$ cat src/shared/qmcs_pkg.sv
// How it works
// - tx free bytes in bits 12-0, read-only
// - free count covers payload and control word
// - host checks free space before writing frame
// - rx pending bytes in bits 12-0, read-only
// - receive queue holds 4096 bytes total
// - rx count changes only on complete packets
// - rx completion interrupts only when bit 13 enabled
// - host drains promptly; device drops frames lacking room
// - writing one to bit 0 enqueues frame
// - enqueue bit self-clears when transmission finishes
// - host polls enqueue bit before next frame
// - writing one to bit 0 releases rx frame
// - release bit reads one until space freed
// - host polls release bit before next frame
// - enqueue resets tx frame pointer
// - release resets rx frame pointer
package qmcs_pkg;
    localparam int ADDR_W = 8;
    localparam int DATA_W = 16;
    localparam int CNT_W = 13;
    localparam int PTR_W = 11;
    localparam int RX_QUEUE_BYTES = 4096;

    // device register offsets on the queue bus
    localparam logic [7:0] OFF_TX_CMD = 8'h00;
    localparam logic [7:0] OFF_RX_CMD = 8'h02;
    localparam logic [7:0] OFF_TX_PTR = 8'h04;
    localparam logic [7:0] OFF_RX_PTR = 8'h06;
    localparam logic [7:0] OFF_TX_FREE = 8'h08;
    localparam logic [7:0] OFF_RX_COUNT = 8'h0a;
    localparam logic [7:0] OFF_INT_EN = 8'h10;
    localparam logic [7:0] OFF_INT_STAT = 8'h12;
    localparam logic [7:0] OFF_INT_CLR = 8'h14;

    // field positions and fixed sizes
    localparam int CMD_BIT = 0;
    localparam int RX_INT_BIT = 13;
    localparam int TX_INT_BIT = 14;
    localparam logic [15:0] INT_MASK = 16'h6000;
    localparam logic [12:0] CTRL_WORD_BYTES = 13'h004;
    localparam logic [12:0] STATUS_WORD_BYTES = 13'h004;

    // host controller apb map
    localparam logic [7:0] APB_CTRL = 8'h00;
    localparam logic [7:0] APB_LEN = 8'h04;
    localparam logic [7:0] APB_STATUS = 8'h08;
    localparam logic [7:0] APB_TX_FREE = 8'h0c;
    localparam logic [7:0] APB_RX_COUNT = 8'h10;
    localparam int CTL_SEND = 0;
    localparam int CTL_RELEASE = 1;
    localparam int CTL_REFRESH = 2;
    localparam int CTL_IRQ_EN = 3;
    localparam logic [15:0] RX_INT_EN_WORD = 16'h2000;
    localparam int ST_BUSY = 0;
    localparam int ST_REFUSED = 1;
    localparam int ST_TX_DONE = 2;

    typedef enum logic [2:0] {
        HS_IDLE = 3'b000,
        HS_RD_FREE = 3'b001,
        HS_WR_TXCMD = 3'b010,
        HS_POLL_TX = 3'b011,
        HS_WR_RXCMD = 3'b100,
        HS_POLL_RX = 3'b101,
        HS_RD_RXCNT = 3'b110,
        HS_WR_INTEN = 3'b111
    } qmcs_host_state_t;
endpackage

$ cat src/shared/qmcs_bus_if.sv
// register path between the queue host and the queue device
interface qmcs_bus_if;
    logic req;
    logic wr;
    logic [7:0] addr;
    logic [15:0] wdata;
    logic [15:0] rdata;
    logic ack;

    modport dev (
        input req,
        input wr,
        input addr,
        input wdata,
        output rdata,
        output ack
    );
    modport host (
        output req,
        output wr,
        output addr,
        output wdata,
        input rdata,
        input ack
    );
endinterface

$ cat src/hw/qmcs_device.sv
// Implementation choice: the queue bus register port.
module qmcs_device
    import qmcs_pkg::*;
#(
    parameter int TX_QUEUE_BYTES = 4096,
    parameter int RX_SLOTS = 16
) (
    input wire logic pclk,
    input wire logic presetn,
    qmcs_bus_if.dev bus,
    input wire logic [CNT_W-1:0] tx_frame_bytes,
    input wire logic tx_done,
    input wire logic rx_frame_done,
    input wire logic [CNT_W-1:0] rx_frame_bytes,
    output logic tx_start,
    output logic rx_drop,
    output logic rx_irq,
    output logic [PTR_W-1:0] tx_frame_pointer,
    output logic [PTR_W-1:0] rx_frame_pointer
);
    localparam int IDX_W = $clog2(RX_SLOTS);
    localparam int FILL_W = $clog2(RX_SLOTS + 1);

    // index wrap relies on a power-of-two slot count
    if (RX_SLOTS < 2 || (RX_SLOTS & (RX_SLOTS - 1)) != 0) begin : g_bad_slots
        $error("RX_SLOTS must be a power of two of at least 2");
    end
    if (TX_QUEUE_BYTES < 1 || TX_QUEUE_BYTES > 8191) begin : g_bad_tx
        $error("TX_QUEUE_BYTES must fit the 13-bit count");
    end

    logic ack_reg;
    logic [DATA_W-1:0] rdata_reg;
    logic tx_pend_reg;
    logic [CNT_W-1:0] tx_size_reg;
    logic [CNT_W-1:0] tx_free_reg;
    logic tx_start_reg;
    logic [PTR_W-1:0] tx_ptr_reg;
    logic rx_rel_reg;
    logic [CNT_W-1:0] rx_count_reg;
    logic [PTR_W-1:0] rx_ptr_reg;
    logic [CNT_W-1:0] size_mem [RX_SLOTS];
    logic [IDX_W-1:0] wr_idx_reg;
    logic [IDX_W-1:0] rd_idx_reg;
    logic [FILL_W-1:0] fill_reg;
    logic [DATA_W-1:0] int_en_reg;
    logic [DATA_W-1:0] int_stat_reg;
    logic [DATA_W-1:0] int_stat_next;
    logic rx_irq_reg;
    logic rx_drop_reg;

    logic take;
    logic tx_fire;
    logic tx_finish;
    logic rx_fire;
    logic rx_pop;
    logic rx_accept;
    logic [CNT_W-1:0] tx_total;
    logic [CNT_W-1:0] rx_total;
    logic [CNT_W:0] rx_sum;

    // one access per request: ack drops the cycle after it rises
    assign take = bus.req && !ack_reg;
    assign tx_total = tx_frame_bytes + CTRL_WORD_BYTES;
    assign rx_total = rx_frame_bytes + STATUS_WORD_BYTES;
    assign rx_sum = {1'b0, rx_count_reg} + {1'b0, rx_total};
    assign tx_fire = take && bus.wr && bus.addr == OFF_TX_CMD && bus.wdata[CMD_BIT] && !tx_pend_reg;
    assign tx_finish = tx_pend_reg && tx_done;
    assign rx_fire = take && bus.wr && bus.addr == OFF_RX_CMD && bus.wdata[CMD_BIT] && !rx_rel_reg;
    // freeing takes place the cycle after the command, with the head size
    assign rx_pop = rx_rel_reg && fill_reg != '0;
    assign rx_accept = rx_frame_done && rx_sum <= (CNT_W + 1)'(RX_QUEUE_BYTES)
        && fill_reg != FILL_W'(RX_SLOTS);

    // bus answer, registered one cycle after the request
    always_ff @(posedge pclk or negedge presetn) begin
        if (!presetn) begin
            ack_reg <= 1'b0;
            rdata_reg <= 16'h0000;
        end else begin
            ack_reg <= take;
            if (take && !bus.wr) begin
                if (bus.addr == OFF_TX_CMD) begin
                    rdata_reg <= {15'h0000, tx_pend_reg};
                end else if (bus.addr == OFF_RX_CMD) begin
                    rdata_reg <= {15'h0000, rx_rel_reg};
                end else if (bus.addr == OFF_TX_PTR) begin
                    rdata_reg <= {5'h00, tx_ptr_reg};
                end else if (bus.addr == OFF_RX_PTR) begin
                    rdata_reg <= {5'h00, rx_ptr_reg};
                end else if (bus.addr == OFF_TX_FREE) begin
                    rdata_reg <= {3'h0, tx_free_reg};
                end else if (bus.addr == OFF_RX_COUNT) begin
                    rdata_reg <= {3'h0, rx_count_reg};
                end else if (bus.addr == OFF_INT_EN) begin
                    rdata_reg <= int_en_reg;
                end else if (bus.addr == OFF_INT_STAT) begin
                    rdata_reg <= int_stat_reg;
                end else begin
                    rdata_reg <= 16'h0000; // unmapped reads zero
                end
            end
        end
    end

    // transmit enqueue and free space
    always_ff @(posedge pclk or negedge presetn) begin
        if (!presetn) begin
            tx_pend_reg <= 1'b0;
            tx_size_reg <= 13'h0000;
            tx_free_reg <= CNT_W'(TX_QUEUE_BYTES);
            tx_start_reg <= 1'b0;
        end else begin
            tx_start_reg <= tx_fire;
            if (tx_fire) begin
                tx_pend_reg <= 1'b1;
                tx_size_reg <= tx_total;
                tx_free_reg <= tx_free_reg - tx_total;
            end else if (tx_finish) begin
                tx_pend_reg <= 1'b0;
                tx_free_reg <= tx_free_reg + tx_size_reg;
            end
        end
    end

    // frame pointers: host writable, reset by the commands
    always_ff @(posedge pclk or negedge presetn) begin
        if (!presetn) begin
            tx_ptr_reg <= 11'h000;
            rx_ptr_reg <= 11'h000;
        end else begin
            if (tx_fire) begin
                tx_ptr_reg <= 11'h000;
            end else if (take && bus.wr && bus.addr == OFF_TX_PTR) begin
                tx_ptr_reg <= bus.wdata[PTR_W-1:0];
            end
            if (rx_rel_reg) begin
                rx_ptr_reg <= 11'h000;
            end else if (take && bus.wr && bus.addr == OFF_RX_PTR) begin
                rx_ptr_reg <= bus.wdata[PTR_W-1:0];
            end
        end
    end

    // frame sizes waiting in the receive queue, oldest first
    always_ff @(posedge pclk) begin
        if (rx_accept) begin
            size_mem[wr_idx_reg] <= rx_total;
        end
    end

    // receive count, release and drop
    always_ff @(posedge pclk or negedge presetn) begin
        if (!presetn) begin
            rx_rel_reg <= 1'b0;
            rx_count_reg <= 13'h0000;
            wr_idx_reg <= '0;
            rd_idx_reg <= '0;
            fill_reg <= '0;
            rx_drop_reg <= 1'b0;
        end else begin
            rx_drop_reg <= rx_frame_done && !rx_accept;
            if (rx_fire) begin
                rx_rel_reg <= 1'b1;
            end else if (rx_rel_reg) begin
                rx_rel_reg <= 1'b0;
            end
            rx_count_reg <= rx_count_reg + (rx_accept ? rx_total : 13'h0000)
                - (rx_pop ? size_mem[rd_idx_reg] : 13'h0000);
            if (rx_accept) begin
                wr_idx_reg <= wr_idx_reg + IDX_W'(1);
            end
            if (rx_pop) begin
                rd_idx_reg <= rd_idx_reg + IDX_W'(1);
            end
            fill_reg <= fill_reg + (rx_accept ? FILL_W'(1) : FILL_W'(0)) - (rx_pop ? FILL_W'(1) : FILL_W'(0));
        end
    end

    // sticky status: a new event beats a clear in the same cycle
    always_comb begin
        int_stat_next = int_stat_reg;
        if (take && bus.wr && bus.addr == OFF_INT_CLR) begin
            int_stat_next = int_stat_next & ~bus.wdata;
        end
        if (rx_accept) begin
            int_stat_next[RX_INT_BIT] = 1'b1;
        end
        if (tx_finish) begin
            int_stat_next[TX_INT_BIT] = 1'b1;
        end
    end

    // interrupt enable, status and output level
    always_ff @(posedge pclk or negedge presetn) begin
        if (!presetn) begin
            int_en_reg <= 16'h0000;
            int_stat_reg <= 16'h0000;
            rx_irq_reg <= 1'b0;
        end else begin
            if (take && bus.wr && bus.addr == OFF_INT_EN) begin
                int_en_reg <= bus.wdata & INT_MASK;
            end
            int_stat_reg <= int_stat_next;
            rx_irq_reg <= |(int_stat_next & int_en_reg);
        end
    end

    assign bus.ack = ack_reg;
    assign bus.rdata = rdata_reg;
    assign tx_start = tx_start_reg;
    assign rx_drop = rx_drop_reg;
    assign rx_irq = rx_irq_reg;
    assign tx_frame_pointer = tx_ptr_reg;
    assign rx_frame_pointer = rx_ptr_reg;
endmodule

$ cat src/flat_wrapper.sv
// flat-port wrapper written by rule: the top's interface ports become plain ports
module qmcs_device_flat import qmcs_pkg::*;
#(
    parameter int TX_QUEUE_BYTES = 4096,
    parameter int RX_SLOTS = 16
)
  (pclk, presetn, tx_frame_bytes, tx_done, rx_frame_done, rx_frame_bytes, tx_start, rx_drop, rx_irq, tx_frame_pointer, rx_frame_pointer, bus_req, bus_wr, bus_addr, bus_wdata, bus_rdata, bus_ack);
  qmcs_bus_if bus_i ();
  input wire logic pclk;
  input wire logic presetn;
  input wire logic [CNT_W-1:0] tx_frame_bytes;
  input wire logic tx_done;
  input wire logic rx_frame_done;
  input wire logic [CNT_W-1:0] rx_frame_bytes;
  output logic tx_start;
  output logic rx_drop;
  output logic rx_irq;
  output logic [PTR_W-1:0] tx_frame_pointer;
  output logic [PTR_W-1:0] rx_frame_pointer;
  input wire logic [$bits(bus_i.req)-1:0] bus_req;
  input wire logic [$bits(bus_i.wr)-1:0] bus_wr;
  input wire logic [$bits(bus_i.addr)-1:0] bus_addr;
  input wire logic [$bits(bus_i.wdata)-1:0] bus_wdata;
  output wire logic [$bits(bus_i.rdata)-1:0] bus_rdata;
  output wire logic [$bits(bus_i.ack)-1:0] bus_ack;
  assign bus_i.req = bus_req;
  assign bus_i.wr = bus_wr;
  assign bus_i.addr = bus_addr;
  assign bus_i.wdata = bus_wdata;
  assign bus_rdata = bus_i.rdata;
  assign bus_ack = bus_i.ack;
  qmcs_device #(.TX_QUEUE_BYTES(TX_QUEUE_BYTES), .RX_SLOTS(RX_SLOTS)) u_core (.pclk(pclk), .presetn(presetn), .bus(bus_i), .tx_frame_bytes(tx_frame_bytes), .tx_done(tx_done), .rx_frame_done(rx_frame_done), .rx_frame_bytes(rx_frame_bytes), .tx_start(tx_start), .rx_drop(rx_drop), .rx_irq(rx_irq), .tx_frame_pointer(tx_frame_pointer), .rx_frame_pointer(rx_frame_pointer));
endmodule
$ cat config.mk
export PLATFORM = sky130hd
export DESIGN_NAME = qmcs_device_flat
export DESIGN_NICKNAME = d
export VERILOG_FILES = /design/src/shared/qmcs_pkg.sv /design/src/shared/qmcs_bus_if.sv /design/src/hw/qmcs_device.sv /design/src/flat_wrapper.sv
export SDC_FILE = /design/constraint.sdc
export NUM_CORES = 1
export LEC_CHECK = 0
export ABC_AREA = 1
export BUFFER_PORTS_ARGS = -buffer_cell sky130_fd_sc_hd__buf_2
export CAP_MARGIN = 25
export CORE_ASPECT_RATIO = 0.9
export CORE_MARGIN = 2
export CORE_UTILIZATION = 57
export CTS_BUF_LIST = sky130_fd_sc_hd__clkbuf_4
export DETAILED_ROUTE_END_ITERATION = 12
export GPL_ROUTABILITY_DRIVEN = 0
export PLACE_DENSITY = 0.78
export SYNTH_ARGS = -nofsm -noshare
export SYNTH_HDL_FRONTEND = slang
export SYNTH_SLANG_ARGS = --single-unit
$ cat constraint.sdc
create_clock -name pclk -period 4.1 [get_ports pclk]
set_clock_uncertainty 0.1 [all_clocks]
set_input_delay 0.41 -clock pclk [delete_from_list [all_inputs] [get_ports pclk]]
set_output_delay 0.41 -clock pclk [all_outputs]
set_load 0.02 [all_outputs]
==> results.md, run 1 <==
* Fmax achieved at 241 MHz
* Sink Count at 322
* Core Box Area at 0.0278 mm^2
* Post-synth net total at 1714
* Remaining Overflow, GRT at 0
* Synth Warn # at 0
* Sequential area share after synthesis at 56.9%
* Max-slew violation count at 0
* Global-route wire length before repair at 67100 um
* Dpl hpwl at 28500 um
* Simple-gate portion of the synthesized area at 14.2%
* Slowest cell on the critical path: fa_2
* Compound-cell area share of the yosys netlist at 14.0%
* Max reg flops at 208
* Number of flops mapped to enable cells by yosys at 208
* Cell Int Power at 7.12 mW
* Crit path max fanout at 7
* P&R area growth vs syn at 20.7%
* Tmin final at 4.16 ns
* Number of instances in the placed design at 2097
* Synth Flop Type: edfxtp_1
* Synth Cell Area at 0.0160 mm^2
* Drc violations at 0
* CTS Buffer Depth at 3
* Full die area at 0.0294 mm^2
* Worst EP required at 4.61 ns
* Switching part of the total power at 34.8%
* Maximum VDD drop at 975 uV
* Top cell type's share of synthesized area at 39.1%
* DR pass1 iterations at 6
* Comb power frac at 39.3%
* Initial Util at 57.5%
* Via density at 5.76
* Failing checks: negative setup slack
* WP data arrival at 4.66 ns
* Endpoints failing setup at 2
* Setup WS pre-CTS at -0.677 ns
* Power Dens Cells at 566 mW/mm^2
* Status: finished with violations
* CP peak stage delay at 0.53 ns
* Fin. Hold Viols at 0
* Clk pin slew, worst setup/hold paths at 0.07 ns
* CTS tree: done
* Post-Synth Adder-Cell Area at 5.95%
* Asr flop ratio synth at 35.4%
* I/O Pins at 98
* Nets at 1987
* Cell family with most CP delay: adder cells
* DRT iter0 DRCs at 1278
* Worst skew pair latency at 0.73 ns
* Min-Delay Path Class: input port to flop
* Leak Pwr at 8.40 nW
* Initial antenna violation count at 4
* Final WL at 42300 um
* Total Power at 10.9 mW
* Syn_area_per_cell at 10.0 um^2
* Largest cells by area after synthesis: edfxtp_1 (39%), dfrtp_1 (18%), o21ai_0 (5.8%), nand2_1 (5.1%), inv_1 (4.3%)
* Reg power frac at 36.2%
* RSZ-0062 raised after global routing: yes
* Routed WL per cell at 18.6 um
* WP buf/inv at 4
* Antenna Nets Post-Route at 0
* Maxcap violations at 0
* Root Driver: clkbuf_4
* Flop2flop setup slack at -0.06 ns
* Clock power share at 24.6%
* Number of port buffers at 97
* Total GRT Usage at 29.1%
* Width of the die at 181 um
* Via Count at 13100
* Row cnt at 58
* Die height at 163 um
* Fin crit share at 101%
* Mux share of post-synthesis cell area at 0%
* Library cells used by synthesis at 59
* Post-Synth XOR/XNOR Area at 2.45%
* Vias in the first global route at 13100
* Slew @ Worst Pin at 0.996 ns
* Most frequent CP cell: nand2_1
* Number of CTS-inserted buffers at 81
* Final worst setup slack at -0.0553 ns
* Pin count of the biggest net entering global routing at 83
* Switching power at 3.80 mW
* Critical path class: flop to flop
* Post-Layout Cell Count at 2277
* Synth area leader: edfxtp_1
* Crit path launch type: flop
* Setup crit end kind: flop
* Worst slew margin at 33.0%
* Layout cell share with drive strength beyond 1 at 22.8%
* H-tree Lvls at 3
* Largest family of logic cells by synthesized area: simple AND/OR/NAND/NOR gates
* Cells after Synth at 1591
* Synth Register Bits at 322
==> path summary, 6_finish.rpt <==
| kind | start | endpoint | cells after the start |
|---|---|---|---|
| max | u_core.rx_count_reg[0] | u_core.rx_count_reg[11] | 27 |
| min | bus_addr[3] | u_core.rx_rel_reg | 4 |
| max reg2reg | u_core.rx_count_reg[0] | u_core.rx_count_reg[11] | 27 |
| min reg2reg | u_core.bus.ack | u_core.bus.ack | 1 |
| max in group asynchronous | presetn | u_core.tx_size_reg[3] | 3 |
| min in group asynchronous | presetn | u_core.tx_frame_pointer[10] | 2 |
==> Yosys cell counts (21+ instances only) <==
library cell / count
inv_1: 182
o21ai_1: 28
o221ai_1: 21
a31oi_1: 21
edfxtp_1: 208
nand2_1: 217
nor2_1: 168
a21oi_1: 49
o21ai_0: 186
clkbuf_1: 39
xor2_1: 28
dfrtp_1: 113
nand3_1: 53
ha_1: 52
o22ai_1: 48
==> cell usage in the layout, fill, tap and decap left out, types with 15 or more instances in the layout <==
cell           synthesis  routed
buf_4                  1     107
o21ai_1               28      31
edfxtp_1             208     208
xor2_1                28      26
buf_2                 16      96
a31oi_1               21      21
o221ai_1              21      21
inv_1                182     173
clkinv_1               5      16
o21ai_0              186     180
ha_1                  52      44
nand2_1              217     213
inv_2                  7      15
clkbuf_4               0     112
nor2_1               168     165
a21oi_1               49      40
nand3_1               53      49
nand2_2               16      18
o22ai_1               48      48
dlygate4sd3_1          0      37
dfrtp_1              113     112
==> layer usage <==
metal	part of all wire (%)	track usage [%]	up-vias
met5	0	0	-
met4	3.2	11.7	0
met3	9.9	7.31	109
met2	47	46.6	686
met1	40	38.3	6245
li1	-	-	6069
==> tightest hold or removal path: stages <==
cell	delay, ns
buf_2	0.15
nor3_1	0.09
nand2_1	0.10
nor4_1	0.05
==> cell families (layout without fill, tap and decap cells) <==
logic type	Yosys count	after routing
buffers and inverters	257	579
adders and majority gates	67	67
other	0	4
DFF	322	322
AOI/OAI and AO/OA	389	389
and+or+nand+nor	513	513
xor gates and xnor gates	43	43
==> cell type report <==
type | count | area [um^2]
fillers | 2015 | 8510
repair buffers | 252 | 1880
clock inverters | 20 | 155
clock buffers | 112 | 841
well taps | 360 | 450
diodes | 4 | 10.0
inverters | 195 | 748
multi-input cells | 1012 | 6100
flip-flops and latches | 322 | 9100
==> what timing repair did <==
item | CTS | global route
gates resized for setup | 4 | 17
buffers inserted | 2 | 6
pin swaps | 3 | 13
endpoints found under the setup margin | 2 | 7
hold endpoints to repair | 121 | 0
hold buffers | 37 | 0
==> metrics by stage <==
step	utilization, %	area [um^2]	hold slack (ns)	setup TNS (ns)
4_1_cts	69.0	19200	0.00517	0
5_1_grt	69.4	19300	0.0849	-1.18
6_report	69.4	19300	0.0523	-0.0702
2_1_floorplan	-	16200	0.0144	-5.20
3_5_place_dp	64.0	17800	0.360	-4.85
3_3_place_gp	64.0	17800	0.348	-3.59
==> power by group through the flow <==
stage / sequential, mW / combinational [mW] / clock [mW]
3_3_place_gp: 4.00 / 3.72 / 0
6_report: 3.95 / 4.29 / 2.69
3_5_place_dp: 4.01 / 3.85 / 0
4_1_cts: 3.94 / 3.96 / 2.72
5_1_grt: 3.97 / 4.72 / 2.88
2_1_floorplan: 3.95 / 2.55 / 0
Note: power is estimated with default switching activity, not from simulation.
==> run 2, diff against run 1 <==
- CELL_PAD_IN_SITES_DETAIL_PLACEMENT: not set -> 0
- CELL_PAD_IN_SITES_GLOBAL_PLACEMENT: not set -> 1
- CORE_UTILIZATION: 57 -> 45
- PLACE_DENSITY: 0.78 -> not set
- PLACE_DENSITY_LB_ADDON: not set -> 0.1
==> results.md, run 2 (synthesis results as in run 1) <==
* Status: finished with violations
* Failing checks: negative setup slack
* Global-route wire length before repair at 70200 um
* Vias in the first global route at 12600
* Cell family with most CP delay: adder cells
* Final worst setup slack at -0.0807 ns
* I/O Pins at 98
* Most frequent cells in the layout: nand2_1 (212), edfxtp_1 (208), o21ai_0 (180)
* Full die area at 0.0370 mm^2
* Pin count of the biggest net entering global routing at 61
* Slowest cell on the critical path: fa_1
* Final WL at 44600 um
* Critical path class: input port to flop
* Crit path launch type: input port
* Worst EP required at 4.63 ns
* Sink Count at 322
* Commonest non-fill, non-tap cell in the layout: nand2_1
* WP data arrival at 4.71 ns
* Remaining Overflow, GRT at 0
* Antenna Nets Post-Route at 0
* H-tree Lvls at 3
* Leak Pwr at 8.61 nW
* Crit path max fanout at 5
* Max-slew violation count at 0
* Core Box Area at 0.0351 mm^2
* Initial antenna violation count at 4
* Clk pin slew, worst setup/hold paths at 0.06 ns
* Die height at 183 um
* DRT iter0 DRCs at 763
* RSZ-0062 raised after global routing: yes
* Via Count at 12500
* Slew @ Worst Pin at 0.920 ns
* Layout cell share with drive strength beyond 1 at 24.2%
* Row cnt at 65
* Worst skew pair latency at 0.76 ns
* Maximum VDD drop at 324 uV
* Power Dens Cells at 569 mW/mm^2
* Width of the die at 203 um
* WP buf/inv at 5
* CTS tree: done
* Number of port buffers at 97
* Tmin final at 4.18 ns
* Fmax achieved at 239 MHz
* Min-Delay Path Class: input port to flop
* Flop2flop setup slack at -0.03 ns
* Root Driver: clkbuf_4
* Via density at 5.17
* CP peak stage delay at 0.49 ns
* Fin crit share at 102%
* Initial Util at 45.6%
* Worst slew margin at 38.1%
* Total GRT Usage at 24.7%
* Dpl hpwl at 31300 um
* CTS Buffer Depth at 3
* Maxcap violations at 0
* Routed WL per cell at 18.4 um
* Number of CTS-inserted buffers at 86
* Total Power at 11.3 mW
* Max reg flops at 208
* DR pass1 iterations at 5
* Nets at 2010
* Endpoints failing setup at 4
* Setup crit end kind: flop
* Fin. Hold Viols at 0
* Post-layout util at 56.6%
* P&R area growth vs syn at 24.2%
* Drc violations at 0
[run 2: what timing repair did]
action / in CTS / in global routing
endpoints found under the hold margin: 118 / 0
setup buffers: 5 / 2
pin swaps: 12 / 6
hold buffers: 41 / 0
cloned: 1 / 0
gates resized for setup: 9 / 23
setup endpoints to repair: 5 / 9
[run 2: power by group]
group / leakage, nW / internal, mW / switching, mW
logic: 4.66 / 2.06 / 2.36
registers: 3.28 / 3.77 / 0.151
clock network: 0.669 / 1.56 / 1.39
total: 8.61 / 7.39 / 3.90
[run 2: layer usage]
layer | vias up | global-route usage [%] | routed length, um
met2 | 318 | 41.2 | 21400
met3 | 72 | 5.19 | 2450
met4 | 2 | 7.85 | 1020
li1 | 6149 | - | -
met1 | 5999 | 32.5 | 19700
met5 | - | 0 | 13
[run 2: tightest hold or removal path: cells and delay by family]
kind                   cells  cell delay [ns]
AO/OA/AOI/OAI              1             0.14
AND/OR/NAND/NOR            2             0.17
buffers and inverters      1             0.12
[run 2: area by class of cell]
| cell class | instances | area, um^2 |
|---|---|---|
| multi-input cells | 1012 | 6130 |
| flip-flops and latches | 322 | 9100 |
| clock buffers | 120 | 901 |
| fillers | 3150 | 15200 |
| inverters | 195 | 748 |
| repair buffers | 269 | 2120 |
| well taps | 469 | 587 |
| diodes | 3 | 7.51 |
| repair inverters | 1 | 8.76 |
| clock inverters | 35 | 249 |
[run 2: per-stage QoR]
step / cell area, um^2 / TNS (ns) / worst slack (ns) / hold slack, ns / instances
floorplan: 16200 / -5.20 / -0.798 / 0.0144 / 1591
global placement: 18100 / -6.13 / -0.827 / 0.346 / 2219
detailed placement: 18100 / -6.73 / -0.882 / 0.366 / 2219
CTS: 19700 / -0.210 / -0.0955 / 0.00280 / 2421
global route: 19800 / -1.95 / -0.344 / 0.0672 / 2424
finish: 19800 / -0.232 / -0.0807 / 0.0650 / 2426
[run 2: path summary, 6_finish.rpt]
path                                      endpoint  depth (start not counted)                   start
setup / recovery           u_core.rx_count_reg[11]                         27       rx_frame_bytes[2]
hold / removal               u_core.tx_size_reg[8]                          4       tx_frame_bytes[8]
setup reg to reg           u_core.rx_count_reg[11]                         27  u_core.rx_count_reg[0]
hold reg to reg                     u_core.bus.ack                          1          u_core.bus.ack
max in group asynchronous    u_core.tx_size_reg[6]                          3                 presetn
min in group asynchronous  u_core.int_stat_reg[10]                          2                 presetn
